File: config.mk
export PLATFORM = sky130hd
export DESIGN_NAME = drc_ctrl
export DESIGN_NICKNAME = d
export VERILOG_FILES = /design/src/rtl/drc_ctrl.v /design/src/rtl/drc_timer.v
export VERILOG_INCLUDE_DIRS = /design/src /design/src/rtl
export SDC_FILE = /design/constraint.sdc
export NUM_CORES = 1
export LEC_CHECK = 0
export BUFFER_PORTS_ARGS = -buffer_cell sky130_fd_sc_hd__buf_2
export CAP_MARGIN = 20
export CORE_ASPECT_RATIO = 1.2
export CORE_UTILIZATION = 40
export DETAILED_ROUTE_END_ITERATION = 8
export GPL_ROUTABILITY_DRIVEN = 0
export PLACE_DENSITY_LB_ADDON = 0.25
export SLEW_MARGIN = 20
export SYNTH_ARGS = -nofsm -noshare
export SYNTH_HDL_FRONTEND = slang
export SYNTH_SLANG_ARGS = --single-unit
File: constraint.sdc
create_clock -name sys_clk -period 3.5 [get_ports sys_clk]
set_input_delay 0.525 -clock sys_clk [delete_from_list [all_inputs] [get_ports sys_clk]]
set_output_delay 0.525 -clock sys_clk [all_outputs]
set_load 0.05 [all_outputs]
File: src/rtl/drc_defs.vh
// constants for the dynamic ram host controller
// assumes a 40 MHz sys_clk; timings use the slowest speed grade
`ifndef DRC_DEFS_VH
`define DRC_DEFS_VH

// ----------------------------------------------------------------
// timing figures as printed, in ns except power-up in us and refresh in ms
// ----------------------------------------------------------------
`define DRC_CLK_PERIOD_NS   25
`define DRC_T_RAS_NS        250
`define DRC_T_RP_NS         150
`define DRC_T_RCD_NS        35
`define DRC_T_CAS_NS        165
`define DRC_T_CP_NS         100
`define DRC_T_CPN_NS        35
`define DRC_T_RWD_NS        200
`define DRC_T_CWD_NS        115
`define DRC_T_WP_NS         75
`define DRC_T_RCH_NS        30
`define DRC_T_PWRUP_US      100
`define DRC_T_REF_MS        2

// least times round up to whole cycles
`define DRC_CYC(ns) (((ns) + `DRC_CLK_PERIOD_NS - 1) / `DRC_CLK_PERIOD_NS)

// ----------------------------------------------------------------
// counts
// ----------------------------------------------------------------
`define DRC_INIT_CYCLES     8
`define DRC_REF_ROWS        128
// the read bit reaches logic two clocks after it stands on the pin
`define DRC_SYNC_STAGES     2
`define DRC_PWRUP_CYC       ((`DRC_T_PWRUP_US * 1000) / `DRC_CLK_PERIOD_NS)
// refresh interval per row, rounded down so 128 rows fit in the period
`define DRC_REF_INT_CYC     ((`DRC_T_REF_MS * 1000000) / `DRC_CLK_PERIOD_NS / `DRC_REF_ROWS)

// ----------------------------------------------------------------
// request operation codes
// ----------------------------------------------------------------
`define DRC_OP_READ         2'h0
`define DRC_OP_WRITE        2'h1
`define DRC_OP_RMW          2'h2

`endif

File: src/rtl/drc_ctrl.v
// host controller for a 64k x 1 multiplexed-address dynamic ram
// assumes requests come from logic on sys_clk; dout_pin is asynchronous
//
// Behaviour
// - refresh starts only from idle, with the column strobe high and no access open.
// - all 128 rows of the low seven address bits are refreshed within every 2 ms.
// - after power-up wait at least 100 us, then issue at least 8 row strobe cycles first.
// - write enable stays high past the strobe rising edges by the read hold time on reads.
// - the row half goes out with the row strobe and the column half with the column strobe.
// - page mode holds the row strobe low and cycles the column strobe per new column.
// - page mode keeps the column strobe high at least 100 ns between accesses.
// - row-only refresh cycles the row strobe with a row address and the column strobe high.
`timescale 1ns/1ps
`include "drc_defs.vh"

module drc_ctrl
#(
  parameter PWRUP_CYC   = `DRC_PWRUP_CYC,
  parameter REF_INT_CYC = `DRC_REF_INT_CYC
)
(
  // clock and reset
  input  wire        sys_clk,
  input  wire        nrst,
  // request side
  input  wire        req_valid,
  output wire        req_ready,
  input  wire [1:0]  req_op,
  input  wire [15:0] req_addr,
  input  wire        req_wdata,
  input  wire        req_page,
  output reg         rsp_valid_q,
  output reg         rsp_rdata_q,
  output wire        init_done,
  // memory pins
  output reg  [7:0]  mux_address_q,
  output reg         ras_n_q,
  output reg         cas_n_q,
  output reg         we_n_q,
  output reg         din_q,
  input  wire        dout_pin
);

  // ----------------------------------------------------------------
  // states and phase lengths
  // ----------------------------------------------------------------
  localparam S_PWRUP = 4'h0, S_INIT = 4'h1, S_IDLE = 4'h2, S_RCD = 4'h3;
  localparam S_CAS = 4'h4, S_RWD = 4'h5, S_WP = 4'h6, S_HOLD = 4'h7;
  localparam S_CP = 4'h8, S_RP = 4'h9, S_REF = 4'hA;

  localparam [15:0] C_RAS = `DRC_CYC(`DRC_T_RAS_NS);
  localparam [15:0] C_RP  = `DRC_CYC(`DRC_T_RP_NS);
  localparam [15:0] C_RCD = `DRC_CYC(`DRC_T_RCD_NS);
  localparam [15:0] C_CAS = `DRC_CYC(`DRC_T_CAS_NS);
  localparam [15:0] C_CP  = `DRC_CYC(`DRC_T_CP_NS);
  localparam [15:0] C_RWD = `DRC_CYC(`DRC_T_RWD_NS);
  localparam [15:0] C_WP  = `DRC_CYC(`DRC_T_WP_NS);
  localparam [15:0] C_RCH = `DRC_CYC(`DRC_T_RCH_NS);
  localparam [15:0] C_SYNC = `DRC_SYNC_STAGES;

  // ----------------------------------------------------------------
  // registers
  // ----------------------------------------------------------------
  reg [3:0]  st_q;
  reg [3:0]  init_cnt_q;
  reg [6:0]  ref_row_q;
  reg        ref_due_q;
  reg [15:0] ref_tmr_q;
  reg [1:0]  op_q;
  reg [7:0]  row_q;
  reg        page_q;
  reg        init_q;
  reg        d1_q;
  reg        d2_q;
  reg        ld;
  reg [15:0] ld_val;
  wire       tdone;
  wire [15:0] pw_val = PWRUP_CYC[15:0];

  assign init_done = init_q;
  // a page hit continues in the open row; any other request needs idle
  assign req_ready = (st_q == S_IDLE && !ref_due_q) ||
                     (st_q == S_CP && tdone && page_q && !ref_due_q &&
                      req_addr[15:8] == row_q);

  drc_timer #(.W(16)) u_tmr
  (
    .sys_clk (sys_clk),
    .nrst    (nrst),
    .load    (ld),
    .value   (ld_val),
    .done    (tdone)
  );

  // ----------------------------------------------------------------
  // input synchroniser; dout comes from off chip
  // ----------------------------------------------------------------
  always @(posedge sys_clk or negedge nrst)
  begin
    if (!nrst)
    begin
      d1_q <= 1'b0;
      d2_q <= 1'b0;
    end
    else
    begin
      d1_q <= dout_pin;
      d2_q <= d1_q;
    end
  end

  // ----------------------------------------------------------------
  // refresh interval timer
  // ----------------------------------------------------------------
  always @(posedge sys_clk or negedge nrst)
  begin
    if (!nrst)
    begin
      ref_tmr_q <= 16'h0000;
      ref_due_q <= 1'b0;
    end
    else
    begin
      if (ref_tmr_q == REF_INT_CYC[15:0] - 16'h0001)
        ref_tmr_q <= 16'h0000;
      else
        ref_tmr_q <= ref_tmr_q + 16'h0001;
      // set wins over clear
      if (init_q && ref_tmr_q == REF_INT_CYC[15:0] - 16'h0001)
        ref_due_q <= 1'b1;
      else if (st_q == S_REF)
        ref_due_q <= 1'b0;
    end
  end

  // ----------------------------------------------------------------
  // phase timer loads
  // ----------------------------------------------------------------
  always @*
  begin
    ld = 1'b0;
    ld_val = 16'h0000;
    case (st_q)
      S_IDLE:
      begin
        ld = ref_due_q || req_valid;
        ld_val = ref_due_q ? C_RAS : C_RCD;
      end
      S_RCD:
      begin
        ld = tdone;
        ld_val = (op_q == `DRC_OP_RMW) ? C_RWD + C_SYNC : C_CAS + C_SYNC;
      end
      S_CAS, S_RWD:
      begin
        ld = tdone;
        ld_val = (st_q == S_RWD) ? C_WP : C_RCH;
      end
      S_WP, S_HOLD:
      begin
        ld = tdone;
        ld_val = page_q ? C_CP : C_RP;
      end
      S_CP:
      begin
        ld = tdone;
        if (!(req_ready && req_valid))
          ld_val = C_RP;
        else if (req_op == `DRC_OP_RMW)
          ld_val = C_RWD + C_SYNC;
        else
          ld_val = C_CAS + C_SYNC;
      end
      S_REF, S_INIT:
      begin
        ld = tdone;
        ld_val = (ras_n_q) ? C_RAS : C_RP;
      end
      S_RP:
      begin
        ld = tdone;
        ld_val = C_RAS;
      end
      default:
      begin
        ld = tdone && !init_q && st_q == S_PWRUP && init_cnt_q == 4'h0 && ras_n_q;
        ld_val = pw_val;
      end
    endcase
  end

  // ----------------------------------------------------------------
  // main sequencer
  // ----------------------------------------------------------------
  always @(posedge sys_clk or negedge nrst)
  begin
    if (!nrst)
    begin
      st_q <= S_PWRUP;
      init_cnt_q <= 4'h0;
      ref_row_q <= 7'h00;
      op_q <= 2'h0;
      row_q <= 8'h00;
      page_q <= 1'b0;
      init_q <= 1'b0;
      mux_address_q <= 8'h00;
      ras_n_q <= 1'b1;
      cas_n_q <= 1'b1;
      we_n_q <= 1'b1;
      din_q <= 1'b0;
      rsp_valid_q <= 1'b0;
      rsp_rdata_q <= 1'b0;
    end
    else
    begin
      rsp_valid_q <= 1'b0;
      case (st_q)
        S_PWRUP:
        begin
          // first pass loads the pause, second sees it expire
          if (init_cnt_q == 4'h0 && tdone)
            init_cnt_q <= 4'h1;
          else if (tdone)
          begin
            init_cnt_q <= 4'h0;
            st_q <= S_INIT;
          end
        end
        S_INIT:
        begin
          if (tdone)
          begin
            ras_n_q <= !ras_n_q;
            if (!ras_n_q)
            begin
              if (init_cnt_q == `DRC_INIT_CYCLES - 1)
                st_q <= S_RP;
              init_cnt_q <= init_cnt_q + 4'h1;
            end
          end
        end
        S_IDLE:
        begin
          if (ref_due_q)
          begin
            mux_address_q <= {1'b0, ref_row_q};
            ras_n_q <= 1'b0;
            st_q <= S_REF;
          end
          else if (req_valid)
          begin
            op_q <= req_op;
            row_q <= req_addr[15:8];
            page_q <= req_page;
            mux_address_q <= req_addr[15:8];
            ras_n_q <= 1'b0;
            din_q <= req_wdata;
            we_n_q <= (req_op != `DRC_OP_WRITE);
            st_q <= S_RCD;
          end
        end
        S_RCD:
        begin
          if (tdone)
          begin
            mux_address_q <= req_addr[7:0];
            cas_n_q <= 1'b0;
            st_q <= (op_q == `DRC_OP_RMW) ? S_RWD : S_CAS;
          end
        end
        S_CAS:
        begin
          // the pulse runs two extra clocks so the synchroniser holds the bit
          if (tdone)
          begin
            if (op_q == `DRC_OP_READ)
              rsp_rdata_q <= d2_q;
            rsp_valid_q <= 1'b1;
            cas_n_q <= 1'b1;
            st_q <= S_HOLD;
          end
        end
        S_RWD:
        begin
          if (tdone)
          begin
            rsp_rdata_q <= d2_q;
            we_n_q <= 1'b0;
            st_q <= S_WP;
          end
        end
        S_WP, S_HOLD:
        begin
          if (tdone)
          begin
            we_n_q <= 1'b1;
            cas_n_q <= 1'b1;
            if (st_q == S_WP)
              rsp_valid_q <= 1'b1;
            if (page_q)
              st_q <= S_CP;
            else
            begin
              ras_n_q <= 1'b1;
              st_q <= S_RP;
            end
          end
        end
        S_CP:
        begin
          if (tdone)
          begin
            if (req_ready && req_valid)
            begin
              op_q <= req_op;
              page_q <= req_page;
              din_q <= req_wdata;
              we_n_q <= (req_op != `DRC_OP_WRITE);
              mux_address_q <= req_addr[7:0];
              cas_n_q <= 1'b0;
              st_q <= (req_op == `DRC_OP_RMW) ? S_RWD : S_CAS;
            end
            else
            begin
              ras_n_q <= 1'b1;
              st_q <= S_RP;
            end
          end
        end
        S_REF:
        begin
          if (tdone)
          begin
            ras_n_q <= 1'b1;
            ref_row_q <= ref_row_q + 7'h01;
            st_q <= S_RP;
          end
        end
        S_RP:
        begin
          if (tdone)
          begin
            init_q <= 1'b1;
            st_q <= S_IDLE;
          end
        end
        default:
          st_q <= S_IDLE;
      endcase
    end
  end

endmodule

File: src/rtl/drc_timer.v
// down counter used for every strobe phase of the controller
// assumes a load pulse from logic on the same clock
`timescale 1ns/1ps

module drc_timer
#(
  parameter W = 16
)
(
  // clock and reset
  input  wire         sys_clk,
  input  wire         nrst,
  // control
  input  wire         load,
  input  wire [W-1:0] value,
  // status
  output wire         done
);

  reg [W-1:0] cnt_q;

  assign done = (cnt_q == {W{1'b0}});

  always @(posedge sys_clk or negedge nrst)
  begin
    if (!nrst)
      cnt_q <= {W{1'b0}};
    else if (load)
      cnt_q <= value;
    else if (!done)
      cnt_q <= cnt_q - {{(W-1){1'b0}}, 1'b1};
  end

endmodule

# After elaboration in Yosys (flattened, before gate mapping)
# Index checks and enable logic that the tools add are counted.
# W data, S select, Z words.
# word_totals
latch_bits,0
register_bits,76
mem_bits_ro,0
elab_cells,192
n_memories,0
ramBits,0
# classes
n_lt_le_gt_ge,0
add_sub_neg,4
mul,0
n_reduce_logical,45
shift,0
n_eq_ne,38
n_mux,85
n_div,0
bitwise_logic,1
# ops
op,count
$mux W4,22
$pmux W12 S7,1
$mux W16,3
$mux W8,5
$pmux W4 S10,1
$ne A2 B2 Y1 const B,18
$mux W1,35
$pmux W8 S3,1
$eq A4 B3 Y1 const B,5
$add A16 B1 Y16 const B,1
$eq A16 B10 Y1 const B,1
$logic_not A16 Y1,1
$sub A16 B1 Y16 const B,1
$reduce_and A5 Y1,3
$mux W2,7
$reduce_and A13 Y1,1
$eq A4 B4 Y1 const B,3
$logic_and A1 B1 Y1,12
$pmux W1 S2,5
$reduce_or A9 Y1,1
$eq A4 B2 Y1 const B,2
$eq A8 B8 Y1,1
$logic_not A4 Y1,2
$pmux W4 S2,1
other kinds (26),40

# Longest topological paths before layout
# logic_depth
depth_word,10
ltp_mapped,10
depth_no_buf,8

# Cells and area by module
# A second synthesis with hierarchy kept.
# hier_totals
hier_cells,443
area_unflattened_um2,4362.9
# by_module_without_submodules
mod,seq_area_each_um2,instances,area_per_inst_um2,cells_per_inst
drc_ctrl,1505.2,1,3362.0,340
drc_timer,400.4,1,1001.0,103

# Least setup slack after synthesis
# No wires, ideal clock.
# synth_path
path_type,register -> output
from,register u_tmr.cnt_q[7]
to,output port req_ready
path_buffers,0
path_slack_ns,1.065
path_stages_with_launch,5
t_arrival_ns,1.910
path_cell_list,dfrtp_1 > or4_4 > or3_4 > nor3_1 > a31o_2
# synth_via
elab_chain_len,6
# synth_rtl
item,line,rtl
"start, declared",drc_timer.v:20,reg [W-1:0] cnt_q;
"start signal, assigned",drc_timer.v:27,cnt_q <= {W{1'b0}};
"start signal, assigned",drc_timer.v:29,cnt_q <= value;
"start signal, assigned",drc_timer.v:31,"cnt_q <= cnt_q - {{(W-1){1'b0}}, 1'b1};"
$logic_not A16 Y1,drc_timer.v:22,assign done = (cnt_q == {W{1'b0}});
$logic_and A1 B1 Y1 (4 in series),drc_ctrl.v:83,(st_q == S_CP && tdone && page_q && !ref_due_q &&
$logic_or A1 B1 Y1,drc_ctrl.v:82,assign req_ready = (st_q == S_IDLE && !ref_due_q) ||
"end, declared",drc_ctrl.v:27,"output wire req_ready,"
# Every way passes these cells.

# Worst setup path in the final report
# layout_path
from,register st_q[1]
to,register we_n_q
# layout_via
elab_chain_len,9
elab_cells_between_ends,22
classes_between,eq/ne: 11; mux: 1; reduce/logical: 10
# layout_rtl
item,line,rtl
"start, declared",drc_ctrl.v:64,reg [3:0] st_q;
"start signal, assigned",drc_ctrl.v:268,st_q <= (op_q == `DRC_OP_RMW) ? S_RWD : S_CAS;
"start signal, assigned",drc_ctrl.v:321,st_q <= (req_op == `DRC_OP_RMW) ? S_RWD : S_CAS;
$eq A4 B4 Y1,"drc_ctrl.v:83, drc_ctrl.v:217",
$logic_and A1 B1 Y1 (4 in series),drc_ctrl.v:83,
$logic_or A1 B1 Y1,drc_ctrl.v:82,
$logic_and A1 B1 Y1,drc_ctrl.v:313,if (req_ready && req_valid)
$ne A2 B1 Y1 (no line),-,
$reduce_and A7 Y1 (no line),-,
"end signal, assigned",drc_ctrl.v:258,we_n_q <= (req_op != `DRC_OP_WRITE);
"end signal, assigned",drc_ctrl.v:318,we_n_q <= (req_op != `DRC_OP_WRITE);
"end, declared",drc_ctrl.v:39,"output reg we_n_q,"
# Parallel ways exist; a longest one is shown, timed or not.
# A chain may end at the register's enable or synchronous reset.

==> metrics list <==
- The run finished with clean final reports.
- The floorplan step set the die height to 115 microns.
* Antenna diode count: 0
* Startpoint types: register
* Hold Crit Start: dout_pin
- Counting along the longest clock path gives a buffer depth of 2.
* # Post-CTS Setup Buffers: 0
- Summed over all failing endpoints, the final setup total negative slack is 0 ps.
- Number of cells traversed by the worst hold path: 1
* Arrival time of the worst setup path: 3280 ps
- Of the available clock period, the critical path in the final layout requires 86.3%.
- Setup slack, reg-to-reg: 480 ps
- The path class of the tightest hold or removal check is in -> reg.
- Number of unique standard cell types used by synthesis: 51
* Clock tree from TritonCTS: done
- The worst hold path terminates at d1_q.
* Vias in the first global route: 3340
- Hold violation count in the final report: 0
* GRT Util Overall: 19.5%
- Summed over all nets, the half-perimeter wirelength after detailed placement is 6910 microns.
* Avg Cell Area, Syn: 9.46 sq um
- Global routing finished with a remaining overflow of 0.
- Area of the die: 11100 sq um
* Number of flops mapped to enable cells by yosys: 0
* Maximum vdd drop: 582 uV
- Clock tree synthesis found a total of 76 sinks.
* Final slew viol count: 0
- Setup repair after global routing left no endpoint under its margin.
* Area added between synthesis and finish: 15.6%
- Traced cell by cell, the critical path runs through nor4b_1 -> nand4_1 -> nor4_2 -> nor2_1 -> a211oi_1 -> mux2i_1.
- Post-synth top flop: sky130_fd_sc_hd__dfrtp_1
- The later pin in the worst-skew pair is clocked with a latency of 340 ps.
* Post-layout minimum cycle time: 3020 ps
* First-pass GRT wire length: 16500 microns
- Cells on worst reg2reg path: 6
- After detailed routing, the average wire length per cell comes to 15.8 microns.
* Crit. End Element: register
- Synthesis handed over a netlist of 452 instances.
- For this design the ratio of total power to cell area is 815 nW/um^2.
* Standby leakage power: 0.00217 uW
* Library cell with the largest summed area after synthesis: sky130_fd_sc_hd__dfrtp_1
* Final Skew: 4.91 ps
- Post-synthesis net count: 483
* Worst slew slack as a fraction of its limit: 37.7%
- Die span in x: 96.4 microns
* Worst endpoint required time: 3760 ps
* Number of antenna violations at the first check in global routing: 0
- Sum of routed wire length over all layers: 9790 microns
* Fraction of registers with async set or reset after synthesis: 100%
- # port buffers: 39
- Slew of the pin with the lowest slew margin: 935 ps
- After floorplanning, the core was divided into 40 placement rows.
- The number of hold buffers added after CTS was 0.
* Vias post-DR: 3528
* Number of flip-flops and latches in the synthesized netlist: 76
- The pre-antenna-repair detailed-routing pass consisted of 5 iterations.
- The root buffer cell chosen for the clock tree is sky130_fd_sc_hd__clkbuf_16.
- Worst R2R Start: st_q[1]
* Number of warnings reported in the yosys synthesis log: 0
- In this run the number of H-tree levels came out at 3.
- Reg2reg end: we_n_q
* Antenna Violating Nets Remaining: 0
- Post-layout total power: 4030 uW
- Setup violations remaining at the end of the flow were counted as 0.
* Ranking of synthesized cells by area: sky130_fd_sc_hd__dfrtp_1 (43%), sky130_fd_sc_hd__mux2_2 (6.1%), sky130_fd_sc_hd__xnor2_1 (5.9%), sky130_fd_sc_hd__nor2_1 (4.4%), sky130_fd_sc_hd__nand2_1 (3.3%)
* Sequential share of the synthesized area: 44.6%
- Slowest cell on the critical path: sky130_fd_sc_hd__nor4b_1
* Count of max-cap constraint violations: 0
- Post-CTS sizing: 0
* Maximum fanout along the worst path: 22
- Derived from the worst setup path, the maximum achievable clock frequency is 0.331 GHz.
- Placeable core region: 10200 sq um
- Share of post-route cells with drive strength above 1: 20.6%
* Clock-pin slew on the worst setup and hold paths: 60 ps
- Top-Level Pins: 40
- Initial core utilization: 41.9%
- TritonCTS buffer count: 9
* Worst path max stage delay: 880 ps
* Synthesized area: 4270 sq um
- In the routed layout, each cell is associated on average with a via count of 5.68.
* Final-stage net count: 521
- Maximum number of pins on one net before global-route repair: 77
* Synth top area share: 42.7%
- For this run, design rule violations remaining after detail routing come to 0.
* DRC violation total after the first TritonRoute iteration: 196
* Worst setup path class: reg -> reg
==> kinds of logic after synthesis <==
| family | count (synthesis) | synth area share (%) |
|---|---|---|
| fa+ha+maj | 7 | 2.05 |
| xor+xnor | 41 | 8.40 |
| flops | 76 | 44.6 |
| buf+inv | 35 | 3.07 |
| simple gates | 183 | 22.4 |
| compound gates | 77 | 11.1 |
| mux | 33 | 8.40 |
==> final cells by class <==
| cell class | instances | area, sq um |
|---|---|---|
| fill | 965 | 5270 |
| multi-input combinational | 341 | 2240 |
| sequential | 76 | 1910 |
| timing repair buffer | 47 | 258 |
| clock buffer | 9 | 225 |
| tap | 126 | 158 |
| clock inverter | 7 | 98.8 |
| inverter | 15 | 56.3 |
==> cell usage in the layout (no fill, tap or decap), types with 16 or more instances in the layout <==
master                    Yosys  final
sky130_fd_sc_hd__mux2_2      23     23
sky130_fd_sc_hd__nor2_1      50     49
sky130_fd_sc_hd__xnor2_1     29     29
sky130_fd_sc_hd__buf_2        0     38
sky130_fd_sc_hd__nand2_1     38     38
sky130_fd_sc_hd__dfrtp_1     73     73
sky130_fd_sc_hd__o21ai_0     17     17
sky130_fd_sc_hd__nand3_1     16     16
sky130_fd_sc_hd__nor3_1      16     16
sky130_fd_sc_hd__a21oi_1     28     28
==> cell usage after synthesis (2+ instances only) <==
library cell                n
sky130_fd_sc_hd__a211oi_1   6
sky130_fd_sc_hd__a21oi_1   28
sky130_fd_sc_hd__a221oi_1   2
sky130_fd_sc_hd__a31oi_1    4
sky130_fd_sc_hd__and3_1     8
sky130_fd_sc_hd__and4_1     3
sky130_fd_sc_hd__buf_1      2
sky130_fd_sc_hd__clkbuf_1  18
sky130_fd_sc_hd__dfrtp_1   73
sky130_fd_sc_hd__dfstp_2    3
sky130_fd_sc_hd__ha_1       7
sky130_fd_sc_hd__inv_1     15
sky130_fd_sc_hd__mux2_2    23
sky130_fd_sc_hd__mux2i_1   10
sky130_fd_sc_hd__nand2_1   38
sky130_fd_sc_hd__nand2b_1   5
sky130_fd_sc_hd__nand3_1   16
sky130_fd_sc_hd__nand3b_1   2
sky130_fd_sc_hd__nand4_1   12
sky130_fd_sc_hd__nor2_1    50
sky130_fd_sc_hd__nor2b_1    5
sky130_fd_sc_hd__nor3_1    16
sky130_fd_sc_hd__nor3b_1    3
sky130_fd_sc_hd__nor4_1     3
sky130_fd_sc_hd__nor4_2     2
sky130_fd_sc_hd__nor4b_1    5
sky130_fd_sc_hd__nor4bb_1   2
sky130_fd_sc_hd__o211ai_1   5
sky130_fd_sc_hd__o21ai_0   17
sky130_fd_sc_hd__o31ai_1    4
sky130_fd_sc_hd__or2_2      2
sky130_fd_sc_hd__or3_1      3
sky130_fd_sc_hd__or4_4      2
sky130_fd_sc_hd__or4b_2     2
sky130_fd_sc_hd__xnor2_1   29
sky130_fd_sc_hd__xor2_1    12
==> registers in the layout (all words and copies together), names as in the netlist <==
signal and flops:
ras_n_q 1, rsp_valid_q 1, st_q 4, op_q 2, din_q 1, init_done 1, cas_n_q 1, rsp_rdata_q 1
page_q 1, row_q 8, mux_address_q 8, d2_q 1, ref_row_q 7, init_cnt_q 4, u_tmr.cnt_q 16, ref_tmr_q 16
we_n_q 1, ref_due_q 1, d1_q 1
==> critical path: cells and delay by family (launching register included) <==
kind / cells / cell delay (ps)
AO/OA/AOI/OAI: 1 / 340
multiplexers: 1 / 240
AND/OR/NAND/NOR: 4 / 1740
flip-flops: 1 / 620
==> through the flow <==
| stage | cell area (sq um) | std cells | setup WS [ps] | hold WS [ps] | util, % |
|---|---|---|---|---|---|
| after floorplan | 4270 | 452 | 1070 | 229 | - |
| after global placement | 4610 | 605 | 745 | 346 | 45.2 |
| after detailed placement | 4610 | 605 | 631 | 344 | 45.2 |
| after CTS | 4940 | 621 | 485 | 284 | 48.4 |
| after global routing | 4940 | 621 | 330 | 284 | 48.4 |
| final | 4940 | 621 | 478 | 293 | 48.4 |
==> worst max path at each step <==
stage | from | end | slack, ps | cells past startpoint
floorplan | u_tmr.cnt_q[7] | req_ready | 1070 | 4
global placement | st_q[1] | we_n_q | 740 | 6
detailed placement | st_q[1] | mux_address_q[3] | 630 | 5
CTS | u_tmr.cnt_q[7] | req_ready | 480 | 6
global route | st_q[1] | we_n_q | 330 | 6
finish | st_q[1] | we_n_q | 480 | 6
==> metal layers <==
layer  GRT usage, %  part of all wire (%)  vias to the layer above
li1               -                     -                     1686
met4           9.22                   3.0                        0
met2           29.6                    45                      136
met3           4.17                   5.9                       24
met1           26.6                    46                     1682
met5              0                     0                        -
==> power by group <==
group          leakage [uW]  switching (uW)  total [uW]  internal, uW
registers          0.000970             307        1440          1130
clock network      0.000156             382        1010           629
logic               0.00104             959        1580           617
total               0.00217            1650        4030          2380
Power figures use the tool's default switching activity.
